==> config.mk <==
export PLATFORM = sky130hd
export DESIGN_NAME = lpm_power_ctrl
export DESIGN_NICKNAME = d
export VERILOG_FILES = /design/src/lpm_pkg.sv /design/src/lpm_clk_mux.sv /design/src/lpm_power_ctrl.sv
export VERILOG_INCLUDE_DIRS = /design/src /design/src/src
export SDC_FILE = /design/constraint.sdc
export NUM_CORES = 1
export LEC_CHECK = 0
export BUFFER_PORTS_ARGS = -buffer_cell sky130_fd_sc_hd__buf_2
export CAP_MARGIN = 0
export CORE_MARGIN = 4
export CORE_UTILIZATION = 48
export DETAILED_ROUTE_END_ITERATION = 6
export PLACE_DENSITY = 0.69
export SYNTH_ARGS = -nofsm -noshare
export SYNTH_HDL_FRONTEND = slang
export SYNTH_SLANG_ARGS = --single-unit
export TNS_END_PERCENT = 10
==> constraint.sdc <==
create_clock -name ref_clk -period 3.65 [get_ports ref_clk]
set_clock_uncertainty 0.05 [all_clocks]
set_input_delay 0.5475 -clock ref_clk [delete_from_list [all_inputs] [get_ports ref_clk]]
set_output_delay 0.5475 -clock ref_clk [all_outputs]
set_load 0.1 [all_outputs]
==> src/lpm_cfg.svh <==
// constants for the low power mode controller: offsets, bits, resets, timing
`ifndef LPM_CFG_SVH
`define LPM_CFG_SVH

// register byte offsets on the wishbone slave
`define LPM_ADR_CTRL 32'h0000_0000
`define LPM_ADR_CLKMUX 32'h0000_0004
`define LPM_ADR_SOFTRST 32'h0000_0008
`define LPM_ADR_ANAPWR 32'h0000_000c
`define LPM_ADR_STATUS 32'h0000_0010
`define LPM_ADR_RTCCNT 32'h0000_0014
`define LPM_ADR_RTCMATCH 32'h0000_0018

// control register bits
`define LPM_CTRL_STANDBY_ARM 0
`define LPM_CTRL_REG_OFF 1
`define LPM_CTRL_MATCH_EN 2

// clock mux control bits
`define LPM_CLK_SEL_SLOW 0
`define LPM_CLK_LP_XTAL_EN 28
`define LPM_CLK_MAIN_OSC_EN 29

// status register bits
`define LPM_ST_MODE_LO 0
`define LPM_ST_CORE_SLEEP 2
`define LPM_ST_FLASH_RST 3
`define LPM_ST_REG_ON 4
`define LPM_ST_CLK_SLOW 5
`define LPM_ST_RTC_FLAG 6

// widths and reset values
`define LPM_NPERIPH 16
`define LPM_NANALOG 8
`define LPM_CNT_W 16
`define LPM_SOFTRST_RST 16'h0000
`define LPM_ANAPWR_RST 8'h00

// timing
`define LPM_CLK_PERIOD_NS 10
`define LPM_WAKE_SETTLE_NS 1000
`define LPM_REF_HZ 100000000
`define LPM_SLOW_HZ 32768

`endif

==> src/lpm_pkg.sv <==
// types shared by the low power mode controller files
`default_nettype none
`include "lpm_cfg.svh"

package lpm_pkg;

  typedef enum logic [1:0] {
    LPM_NORMAL,
    LPM_STANDBY,
    LPM_WAKE,
    LPM_TIMEKEEP
  } lpm_mode_t;

  typedef struct packed {
    logic cyc;
    logic stb;
    logic we;
    logic [31:0] adr;
    logic [3:0] sel;
    logic [31:0] dat;
  } lpm_wb_req_t;

  typedef struct packed {
    logic ack;
    logic [31:0] dat;
  } lpm_wb_rsp_t;

  typedef struct packed {
    logic coreClkEn;
    logic intCtrlClkEn;
    logic flashRst;
    logic mainCrystalEn;
    logic lpCrystalEn;
    logic rcOscEn;
    logic regulatorEn;
  } lpm_ctl_t;

  typedef struct packed {
    logic [`LPM_CNT_W-1:0] divCnt;
    logic selSlow;
  } lpm_mux_state_t;

  typedef struct packed {
    lpm_mode_t mode;
    logic coreSleep;
    logic standbyArm;
    logic matchEn;
    logic main_osc_enable_bit;
    logic lpXtalEn;
    logic clkSelSlow;
    logic [`LPM_NPERIPH-1:0] periphRst;
    logic [`LPM_NANALOG-1:0] anaPwrDn;
    logic [31:0] rtcCount;
    logic [31:0] rtcMatchVal;
    logic rtcFlag;
    logic [`LPM_CNT_W-1:0] waitCnt;
    logic ack;
    logic [31:0] rdata;
  } lpm_state_t;

endpackage
`default_nettype wire

==> src/lpm_clk_mux.sv <==
// glitch-free subsystem clock selector built on a slow-rate enable divider
`timescale 1ns/10ps
`default_nettype none
`include "lpm_cfg.svh"

module lpm_clk_mux
  import lpm_pkg::*;
#(
  parameter int unsigned DivCount = `LPM_REF_HZ / `LPM_SLOW_HZ
)
(
  input wire logic ref_clk,
  input wire logic rstn,
  input wire logic selSlowReq,
  output logic clkEn,
  output logic slowTick,
  output logic selSlowAct
);

  lpm_mux_state_t st_ff;
  lpm_mux_state_t nxt_st;

  localparam logic [`LPM_CNT_W-1:0] DivLast = `LPM_CNT_W'(DivCount - 1);

  // ==========================================================
  // divider and select
  assign slowTick = (st_ff.divCnt == DivLast);

  always_comb
  begin
    nxt_st = st_ff;
    if (slowTick)
    begin
      nxt_st.divCnt = '0;
      // switch only on a slow period boundary: no runt enable pulse
      nxt_st.selSlow = selSlowReq;
    end
    else
    begin
      nxt_st.divCnt = st_ff.divCnt + `LPM_CNT_W'(1);
    end
  end

  always_ff @(posedge ref_clk)
  begin
    if (!rstn)
      st_ff <= '0;
    else
      st_ff <= nxt_st;
  end

  assign clkEn = st_ff.selSlow ? slowTick : 1'b1;
  assign selSlowAct = st_ff.selSlow;
endmodule
`default_nettype wire

==> src/lpm_power_ctrl.sv <==
// low power mode controller: mode sequencing, clock, reset and power controls
`timescale 1ns/10ps
`default_nettype none
`include "lpm_cfg.svh"

module lpm_power_ctrl
  import lpm_pkg::*;
#(
  parameter int unsigned WakeSettleNs = `LPM_WAKE_SETTLE_NS,
  parameter int unsigned SlowDiv = `LPM_REF_HZ / `LPM_SLOW_HZ
)
(
  input wire logic ref_clk,
  input wire logic rstn,
  input wire lpm_wb_req_t wbReq,
  output lpm_wb_rsp_t wbRsp,
  input wire logic sleepInstr,
  input wire logic irqProc,
  input wire logic irqFabric,
  input wire logic irqAfe,
  input wire logic power_up_request_n,
  input wire logic fabricRegOff,
  input wire logic mainSupplyOk,
  output lpm_ctl_t ctl,
  output logic [`LPM_NPERIPH-1:0] periphRst,
  output logic [`LPM_NANALOG-1:0] anaPwrDn,
  output logic subsysClkEn,
  output logic subsysClkSlow
);

  localparam int unsigned WakeCyc =
    (WakeSettleNs + `LPM_CLK_PERIOD_NS - 1) / `LPM_CLK_PERIOD_NS;
  localparam logic [`LPM_CNT_W-1:0] WakeLast =
    `LPM_CNT_W'((WakeCyc > 1) ? WakeCyc - 1 : 0);

  lpm_state_t st_ff;
  lpm_state_t nxt_st;
  logic slowTick;
  logic clkSlowAct;
  logic anyIrq;
  logic regOffReq;
  logic wbReqNew;
  logic wbWrite;
  logic [31:0] statusWord;
  logic [31:0] wrData;

  // ==========================================================
  // clock selection
  lpm_clk_mux #(
    .DivCount(SlowDiv)
  ) u_mux (
    .ref_clk(ref_clk),
    .rstn(rstn),
    // standby forces the slow source; wake returns to firmware choice
    .selSlowReq(st_ff.clkSelSlow || (st_ff.mode == LPM_STANDBY)),
    .clkEn(subsysClkEn),
    .slowTick(slowTick),
    .selSlowAct(clkSlowAct)
  );

  function automatic logic [31:0] wbMerge(
    input logic [31:0] old,
    input logic [31:0] dat,
    input logic [3:0] sel
  );
    logic [31:0] res;
    res = old;
    for (int b = 0; b < 4; b++)
      if (sel[b])
        res[b*8 +: 8] = dat[b*8 +: 8];
    return res;
  endfunction

  // ==========================================================
  // event decode
  assign anyIrq = irqProc || irqFabric || irqAfe || st_ff.rtcFlag;
  assign wbReqNew = wbReq.cyc && wbReq.stb && !st_ff.ack;
  assign wbWrite = wbReqNew && wbReq.we;
  assign wrData = wbReq.dat;
  assign regOffReq = fabricRegOff || (wbWrite && wbReq.sel[0] &&
    (wbReq.adr == `LPM_ADR_CTRL) && wrData[`LPM_CTRL_REG_OFF]);

  always_comb
  begin
    statusWord = '0;
    statusWord[`LPM_ST_MODE_LO +: 2] = st_ff.mode;
    statusWord[`LPM_ST_CORE_SLEEP] = st_ff.coreSleep;
    statusWord[`LPM_ST_FLASH_RST] = ctl.flashRst;
    statusWord[`LPM_ST_REG_ON] = ctl.regulatorEn;
    statusWord[`LPM_ST_CLK_SLOW] = clkSlowAct;
    statusWord[`LPM_ST_RTC_FLAG] = st_ff.rtcFlag;
  end

  // ==========================================================
  // next state
  always_comb
  begin
    logic [31:0] ctrlW;
    logic [31:0] clkW;
    ctrlW = '0;
    clkW = '0;
    nxt_st = st_ff;
    ctrlW[`LPM_CTRL_STANDBY_ARM] = st_ff.standbyArm;
    ctrlW[`LPM_CTRL_MATCH_EN] = st_ff.matchEn;
    clkW[`LPM_CLK_SEL_SLOW] = st_ff.clkSelSlow;
    clkW[`LPM_CLK_LP_XTAL_EN] = st_ff.lpXtalEn;
    clkW[`LPM_CLK_MAIN_OSC_EN] = st_ff.main_osc_enable_bit;

    // real-time counter runs in every mode, battery rail included
    if (slowTick)
      nxt_st.rtcCount = st_ff.rtcCount + 32'h0000_0001;

    // wishbone slave: one-cycle registered ack, write lands with the ack
    nxt_st.ack = wbReqNew;
    if (wbReqNew)
    begin
      case (wbReq.adr)
        `LPM_ADR_CTRL: nxt_st.rdata = ctrlW;
        `LPM_ADR_CLKMUX: nxt_st.rdata = clkW;
        `LPM_ADR_SOFTRST: nxt_st.rdata = 32'(st_ff.periphRst);
        `LPM_ADR_ANAPWR: nxt_st.rdata = 32'(st_ff.anaPwrDn);
        `LPM_ADR_STATUS: nxt_st.rdata = statusWord;
        `LPM_ADR_RTCCNT: nxt_st.rdata = st_ff.rtcCount;
        `LPM_ADR_RTCMATCH: nxt_st.rdata = st_ff.rtcMatchVal;
        default: nxt_st.rdata = '0;
      endcase
    end
    if (wbWrite)
    begin
      case (wbReq.adr)
        `LPM_ADR_CTRL:
        begin
          ctrlW = wbMerge(ctrlW, wrData, wbReq.sel);
          nxt_st.standbyArm = ctrlW[`LPM_CTRL_STANDBY_ARM];
          nxt_st.matchEn = ctrlW[`LPM_CTRL_MATCH_EN];
        end
        `LPM_ADR_CLKMUX:
        begin
          clkW = wbMerge(clkW, wrData, wbReq.sel);
          nxt_st.clkSelSlow = clkW[`LPM_CLK_SEL_SLOW];
          nxt_st.lpXtalEn = clkW[`LPM_CLK_LP_XTAL_EN];
          nxt_st.main_osc_enable_bit = clkW[`LPM_CLK_MAIN_OSC_EN];
        end
        `LPM_ADR_SOFTRST:
          nxt_st.periphRst = `LPM_NPERIPH'(wbMerge(32'(st_ff.periphRst),
            wrData, wbReq.sel));
        `LPM_ADR_ANAPWR:
          nxt_st.anaPwrDn = `LPM_NANALOG'(wbMerge(32'(st_ff.anaPwrDn),
            wrData, wbReq.sel));
        `LPM_ADR_STATUS:
          if (wbReq.sel[0] && wrData[`LPM_ST_RTC_FLAG])
            nxt_st.rtcFlag = 1'b0;
        `LPM_ADR_RTCCNT:
          nxt_st.rtcCount = wbMerge(st_ff.rtcCount, wrData, wbReq.sel);
        `LPM_ADR_RTCMATCH:
          nxt_st.rtcMatchVal = wbMerge(st_ff.rtcMatchVal, wrData,
            wbReq.sel);
        default:
          nxt_st.rdata = nxt_st.rdata;
      endcase
    end

    // match set placed after the clear so a coinciding match survives
    if (st_ff.matchEn && (st_ff.rtcCount == st_ff.rtcMatchVal) && slowTick)
      nxt_st.rtcFlag = 1'b1;

    // mode sequencing; of the bus registers only the standby arm bit is changed here (cleared on standby entry)
    case (st_ff.mode)
      LPM_NORMAL:
      begin
        if (regOffReq)
        begin
          nxt_st.mode = LPM_TIMEKEEP;
          nxt_st.coreSleep = 1'b0;
        end
        else if (sleepInstr && st_ff.standbyArm)
        begin
          nxt_st.mode = LPM_STANDBY;
          nxt_st.standbyArm = 1'b0;
        end
        else if (sleepInstr)
          nxt_st.coreSleep = 1'b1;
        else if (anyIrq)
          nxt_st.coreSleep = 1'b0;
      end
      LPM_STANDBY:
      begin
        if (regOffReq)
          nxt_st.mode = LPM_TIMEKEEP;
        else if (anyIrq)
        begin
          nxt_st.mode = LPM_WAKE;
          nxt_st.waitCnt = '0;
        end
      end
      LPM_WAKE:
      begin
        // hold the core until the flash and main clock have settled
        if (st_ff.waitCnt != WakeLast)
          nxt_st.waitCnt = st_ff.waitCnt + `LPM_CNT_W'(1);
        else if (clkSlowAct == st_ff.clkSelSlow)
          nxt_st.mode = LPM_NORMAL;
      end
      LPM_TIMEKEEP:
      begin
        if (mainSupplyOk && (st_ff.rtcFlag || !power_up_request_n))
        begin
          nxt_st.mode = LPM_WAKE;
          nxt_st.waitCnt = '0;
        end
      end
      default:
        nxt_st.mode = LPM_NORMAL;
    endcase
  end

  always_ff @(posedge ref_clk)
  begin
    if (!rstn)
    begin
      st_ff <= '0;
      st_ff.mode <= LPM_NORMAL;
      st_ff.main_osc_enable_bit <= 1'b1;
      st_ff.lpXtalEn <= 1'b1;
      st_ff.periphRst <= `LPM_SOFTRST_RST;
      st_ff.anaPwrDn <= `LPM_ANAPWR_RST;
    end
    else
      st_ff <= nxt_st;
  end

  // ==========================================================
  // outputs
  always_comb
  begin
    ctl.coreClkEn = (st_ff.mode == LPM_NORMAL) && !st_ff.coreSleep;
    ctl.intCtrlClkEn = (st_ff.mode != LPM_TIMEKEEP);
    ctl.flashRst = (st_ff.mode == LPM_STANDBY) ||
      (st_ff.mode == LPM_TIMEKEEP);
    ctl.mainCrystalEn = st_ff.main_osc_enable_bit && (st_ff.mode != LPM_STANDBY) &&
      (st_ff.mode != LPM_TIMEKEEP);
    ctl.lpCrystalEn = st_ff.lpXtalEn;
    ctl.rcOscEn = 1'b1;
    ctl.regulatorEn = (st_ff.mode != LPM_TIMEKEEP);
  end

  assign periphRst = st_ff.periphRst;
  assign anaPwrDn = st_ff.anaPwrDn;
  assign subsysClkSlow = clkSlowAct;
  assign wbRsp.ack = st_ff.ack;
  assign wbRsp.dat = st_ff.rdata;
endmodule
`default_nettype wire

# Word level (Yosys, flattened, before mapping)
# Cells that the tools add are included.
# op_classes
reduce_logical,46
add_sub_neg,3
n_mux,46
n_eq_ne,28
n_bitwise,1
# op_table
operator,count
$pmux W32 S7,1
$eq A32 B5 Y1 const B,3
$mux W32,3
$mux W8,12
$mux W94,1
$mux W16,5
$eq A32 B4 Y1 const B,2
$pmux W16 S3,1
$reduce_and A3 Y1,12
$add A16 B1 Y16 const B,2
$add A32 B1 Y32 const B,1
$eq A32 B3 Y1 const B,1
$eq A32 B32 Y1,1
$logic_not A32 Y1,1
$ne A3 B3 Y1 const B,6
$eq A16 B12 Y1 const B,1
$ne A16 B7 Y1 const B,1
$ne A2 B2 Y1 const B,8
$logic_and A1 B1 Y1,14
$mux W2,7
$mux W1,11
$reduce_and A5 Y1,2
$mux W3,3
$pmux W2 S4,1
12 further kinds,24
# totals
out_inout_bits,66
ff_bits,163
word_cells,148
input_bits,80

# Logic depth before layout (Yosys ltp)
# depth
depth_word,9
mapped_depth,10
depth_no_buf,8

# Hierarchy
# Synthesis repeated with hierarchy kept, for this count alone.
# hier_totals
hier_cells,1067
hier_area_um2,8584.5
# by_module_without_submodules
mod,seq_area_each_um2,cells_per_inst,n_inst,area_each_um2
lpm_power_ctrl,2922.8,978,1,7798.7
lpm_clk_mux,340.3,89,1,785.8

# Worst setup path after synthesis
# No wires, ideal clock.
# synth_timing
kind,register to output
from,register st_ff[144] in the netlist's numbering
to,output port ctl[6] in the netlist's numbering
arrival_ps,2532
slack_ps,521
n_path_buf,1
path_stages_with_launch,3
t_required_ps,3053
path_cell_list,dfxtp_1 -> clkbuf_1 -> nor3_1
# synth_rtl
item,line,rtl
"start, declared",lpm_power_ctrl.sv:36,lpm_state_t st_ff;
"start signal, assigned",lpm_power_ctrl.sv:229,st_ff <= nxt_st;
"end, declared",lpm_power_ctrl.sv:24,"output lpm_ctl_t ctl,"

# Worst setup path after layout
# layout_timing
from,register u_mux.st_ff[1] in the netlist's numbering
to,output port subsysClkEn
# layout_between
elab_chain_cells,2
# layout_rtl
item,line,rtl
"start, declared",lpm_clk_mux.sv:20,lpm_mux_state_t st_ff;
"start signal, assigned",lpm_clk_mux.sv:49,st_ff <= nxt_st;
$eq A16 B12 Y1,lpm_clk_mux.sv:27,assign slowTick = (st_ff.divCnt == DivLast);
$mux W1,lpm_clk_mux.sv:52,assign clkEn = st_ff.selSlow ? slowTick : 1'b1;
"end, declared",lpm_power_ctrl.sv:27,"output logic subsysClkEn,"
# Every way passes these cells.

==> summary.md <==
| Metric | Value |
|---|---|
| Run status | `finished with violations` |
| Failing checks | `design-rule violations` |
| Number of enable flip-flop cells after synthesis | `0` |
| Via count of the first global-routing pass | `7354` |
| Crit end category | `output pin` |
| Combinational fraction of design power | `slightly above 8%` |
| CORE AREA | `approximately 0.017 mm²` |
| Count of cell types in the netlist | `65` |
| Total chip power | `3.99 mW` |
| Synthesized-area fraction occupied by xor and xnor cells | `around 4.9%` |
| Delay-heaviest family, CP | `simple AND/OR/NAND/NOR gates` |
| Die Ht | `between 100 and 150 µm` |
| Post-synthesis sequential element count | `163` |
| Number of buffers inserted during clock tree synthesis | `17` |
| Worst slew margin relative to its limit | `a little under half` |
| Count of warnings emitted by yosys | `0` |
| Post-synthesis cell area | `approximately 0.0084 mm²` |
| DRT Wirelength | `~25 mm` |
| Floorplan die area | `between 0.015 and 0.02 mm²` |
| Count of maximum capacitance violations | `0` |
| Antenna Violating Nets Remaining | `0` |
| Non-filler instance count after layout | `1315` |
| Maximum number of pins on one net before global-route repair | `58` |
| Slowest stage delay, CP | `around 0.60 ns` |
| Final count of pins violating max slew | `0` |
| Clock group share of total power | `between 40% and 50%` |
| Total overflow reported by the global router | `0` |
| Count of buffers from port buffering | `between 100 and 150` |
| Int Pwr | `~3.0 mW` |
| Fraction of layout cells with a size suffix above 1 | `19.7%` |
| Number of design-rule violations left by the first detailed-router iteration | `about 910` |
| X dimension of the die | `approximately 140 µm` |
| 1st-pass router iterations | `7` |
| Minimum clock period | `roughly 3.3 ns` |
| Power per cell area | `between 400 and 500 mW/mm²` |
| Global-route usage over all layers | `between 20% and 30%` |
| Cell at the root of the clock tree | `sky130_fd_sc_hd__clkbuf_16` |
| Maximum root-to-sink buffer count | `2` |
| Pleak | `roughly 3.8 nW` |
| Count of filler cells inserted in the layout | `about 1600` |
| HPWL Detailed | `approximately 18 mm` |
| Worst-Margin Slew | `a little under 0.8 ns` |
| Fin crit share | `between 90% and 100%` |
| Hold violation total from the final report | `0` |
| Critical Path Fanout Max | `10` |
| CTS-repair resized insts | `0` |
| Net count reported at finish | `1162` |
| Num Clock Sinks | `around 160` |
| Sum of buffers and inverters on the critical path | `3` |
| Routability congestion estimate from global placement | `0.948` |
| H-tree Lvls | `4` |
| Sequence of cells on the critical path | `inv_1, ha_1, or3b_1, or4_1, buf_4, nand2_1, buf_2` |
| Primary FF master, synth | `sky130_fd_sc_hd__dfxtp_1` |
| Number of standard cells after synthesis | `1017` |
| Simple-gate area share of the yosys netlist | `between 20% and 30%` |
| Reg clk slew, reported paths | `0.07 ns` |
| DRC viols | `1` |
| Detailed-route via count | `7989` |
| FMAX | `between 0.3 and 0.4 GHz` |
| Cell type of the slowest stage on the worst timing path | `sky130_fd_sc_hd__or4_1` |
| Worst supply voltage drop on vdd | `approximately 0.32 mV` |
| Setup violation total in the final timing report | `0` |
| Path class of the lowest-slack min-delay path | `in2reg` |
| Arrival time of the worst setup path | `~2.7 ns` |
| Setup repair after global routing missed its margin | `false` |
| WS Path Type | `reg2out` |
| Sequential Power Share | `45.4%` |
| Portion of the post-synthesis area used by sequential elements | `between 30% and 40%` |
| Per-instance average area after synthesis | `between 8 and 9 µm²` |
| Global-route wire length before repair | `39.3 mm` |
| Worst path required time | `just over 3 ns` |
| I/O pin total | `roughly 150` |
| Antenna violations before repair | `0` |
| Detailed-route wire length per cell | `19.2 µm` |
| Total net switching power | `~1 mW` |
| Count of hold buffers inserted by post-cts repair | `0` |
| Multiplexer share of the synthesized area | `1.93%` |
| Signed area change from the synthesized netlist to the final layout | `13.3%` |
| Number of standard-cell rows in the floorplan | `48` |
| Post-CTS setup-driven buffer insertion count | `0` |
| Proportion of total power due to net switching | `about 25%` |
| Average vias per placed instance | `6.08` |
| Main combinational cell family by area after synthesis | `simple AND/OR/NAND/NOR gates` |
| Critical Path Start Type | `flip-flop` |
| Utilization of the core after routing | `55.2%` |
| TritonCTS clock tree | `done` |
| Arithmetic-cell share of the synthesized area counting full adders, half adders and majority gates | `0.598%` |
| Initial cell density of the core | `about half` |
| Compound-cell area share of the yosys netlist | `about a fifth` |
| Setup_tns | `0 ns` |
| Fraction of registers with async set or reset after synthesis | `0%` |
| Number of placed cells counting well taps | `between 1000 and 1500` |
| Clk Latency, worst-skew pair | `0.43 ns` |
| Nets in the synthesized netlist | `around 1100` |
[layout by cell type (no fill, tap or decap), types with 6 or more instances in the layout]
cell type and count:
sky130_fd_sc_hd__xor2_1 38, sky130_fd_sc_hd__nand3_1 29, sky130_fd_sc_hd__and3_1 34, sky130_fd_sc_hd__a311oi_1 7, sky130_fd_sc_hd__or4_1 7, sky130_fd_sc_hd__a2bb2oi_1 13
sky130_fd_sc_hd__o21ai_0 30, sky130_fd_sc_hd__clkbuf_16 17, sky130_fd_sc_hd__nand2_1 146, sky130_fd_sc_hd__and4_1 6, sky130_fd_sc_hd__nor4_1 25, sky130_fd_sc_hd__a222oi_1 18
sky130_fd_sc_hd__a221oi_1 15, sky130_fd_sc_hd__nand4_1 15, sky130_fd_sc_hd__and2_1 9, sky130_fd_sc_hd__or3_1 7, sky130_fd_sc_hd__inv_1 10, sky130_fd_sc_hd__a22oi_1 9
sky130_fd_sc_hd__xnor2_1 9, sky130_fd_sc_hd__nor2_1 75, sky130_fd_sc_hd__nor3_1 38, sky130_fd_sc_hd__buf_4 19, sky130_fd_sc_hd__buf_2 144, sky130_fd_sc_hd__mux2i_1 15
sky130_fd_sc_hd__a32o_1 7, sky130_fd_sc_hd__a21oi_1 64, sky130_fd_sc_hd__o211ai_1 7, sky130_fd_sc_hd__dfxtp_1 163, sky130_fd_sc_hd__a211oi_1 20, sky130_fd_sc_hd__a31oi_1 14
[cell families after synthesis]
family,count (synthesis)
buffers and inverters,134
muxes,16
other,1
DFF,163
xor gates and xnor gates,47
adders and majority gates,4
AOI/OAI and AO/OA,231
and+or+nand+nor,421
[routing by layer]
layer | vias to the layer above | track usage, % | routed length (µm)
li1 | 3778 | - | -
met1 | 3772 | 34.9 | 11000
met2 | 385 | 39.0 | 11300
met3 | 54 | 5.16 | 2270
met4 | 0 | 8.36 | 599
met5 | - | 0 | 0
[through the flow]
| stage | worst slack (ns) | cell area [µm²] | hold slack, ns |
|---|---|---|---|
| after CTS | 0.319 | 9480 | 0.319 |
| after floorplan | 0.521 | 8370 | 0.382 |
| after global placement | 0.521 | 8870 | 0.394 |
| after detailed placement | 0.431 | 8870 | 0.399 |
| after global routing | 0.224 | 9480 | 0.320 |
| final | 0.346 | 9480 | 0.337 |
[worst paths after layout]
kind,startpoint,to,slack (ns),cells after the start
setup / recovery,u_mux.st_ff[1],subsysClkEn,0.35,7
hold / removal,wbReq[10],periphRst[10],0.34,3
setup reg to reg,u_mux.st_ff[1],st_ff[111],0.50,8
hold reg to reg,wbRsp[7],wbRsp[7],0.41,2
[registers in the layout, summed over array words and instances (netlist names)]
signal,flops
anaPwrDn,8
periphRst,16
u_mux.selSlowAct,1
u_mux.st_ff,16
st_ff,88
ctl,1
wbRsp,33
[power groups by stage]
stage / clock network [mW] / registers [mW] / logic [mW]
after floorplan: 0 / 1.84 / 0.223
after global placement: 0 / 1.85 / 0.321
after detailed placement: 0 / 1.85 / 0.322
after CTS: 1.88 / 1.81 / 0.323
after global routing: 1.95 / 1.81 / 0.345
final: 1.85 / 1.81 / 0.324
[worst register-to-register path: stages (launching register included)]
cell and delay [ns]:
sky130_fd_sc_hd__dfxtp_1 0.34, sky130_fd_sc_hd__inv_1 0.07, sky130_fd_sc_hd__ha_1 0.14, sky130_fd_sc_hd__or3b_1 0.37, sky130_fd_sc_hd__or4_1 0.60, sky130_fd_sc_hd__or4_1 0.71
sky130_fd_sc_hd__a211oi_4 0.44, sky130_fd_sc_hd__a211oi_1 0.14, sky130_fd_sc_hd__a311oi_1 0.21
[cells in the mapped netlist (all sizes together), types with 5 or more instances]
cell type  number  area (µm²)
a211oi         21         170
a222oi         18         180
a311oi          7        61.3
a32o            7        70.1
xnor2           9        78.8
buf            65         475
dfxtp         163        3260
and2           10        62.6
nor3           38         190
a221oi         15         131
nand3          29         145
a2bb2oi        13         114
mux2i          15         150
a21oi          65         329
o21a            5        37.5
or4             7        52.6
o21ai          30         150
o211ai          7        52.6
nor2           75         282
nor4           29         218
and3           34         213
and4            6        52.6
a31oi          14        87.6
nand4          15        93.8
clkbuf         58         218
nand3b          5        37.5
inv            11        41.3
a22oi           9        67.6
or3             8        55.1
xor2           38         333
nand2         146         548
[layout make-up]
type,instances,area (µm²),area share (%)
clock inverters,11,154,1.62
repair buffers,165,903,9.53
multi-input cells,720,4380,46.2
flip-flops and latches,163,3260,34.4
diodes,1,2.50,0.0264
well taps,225,282,2.97
inverters,11,42.5,0.449
clock buffers,19,453,4.78
Power figures use the tool's default switching activity.
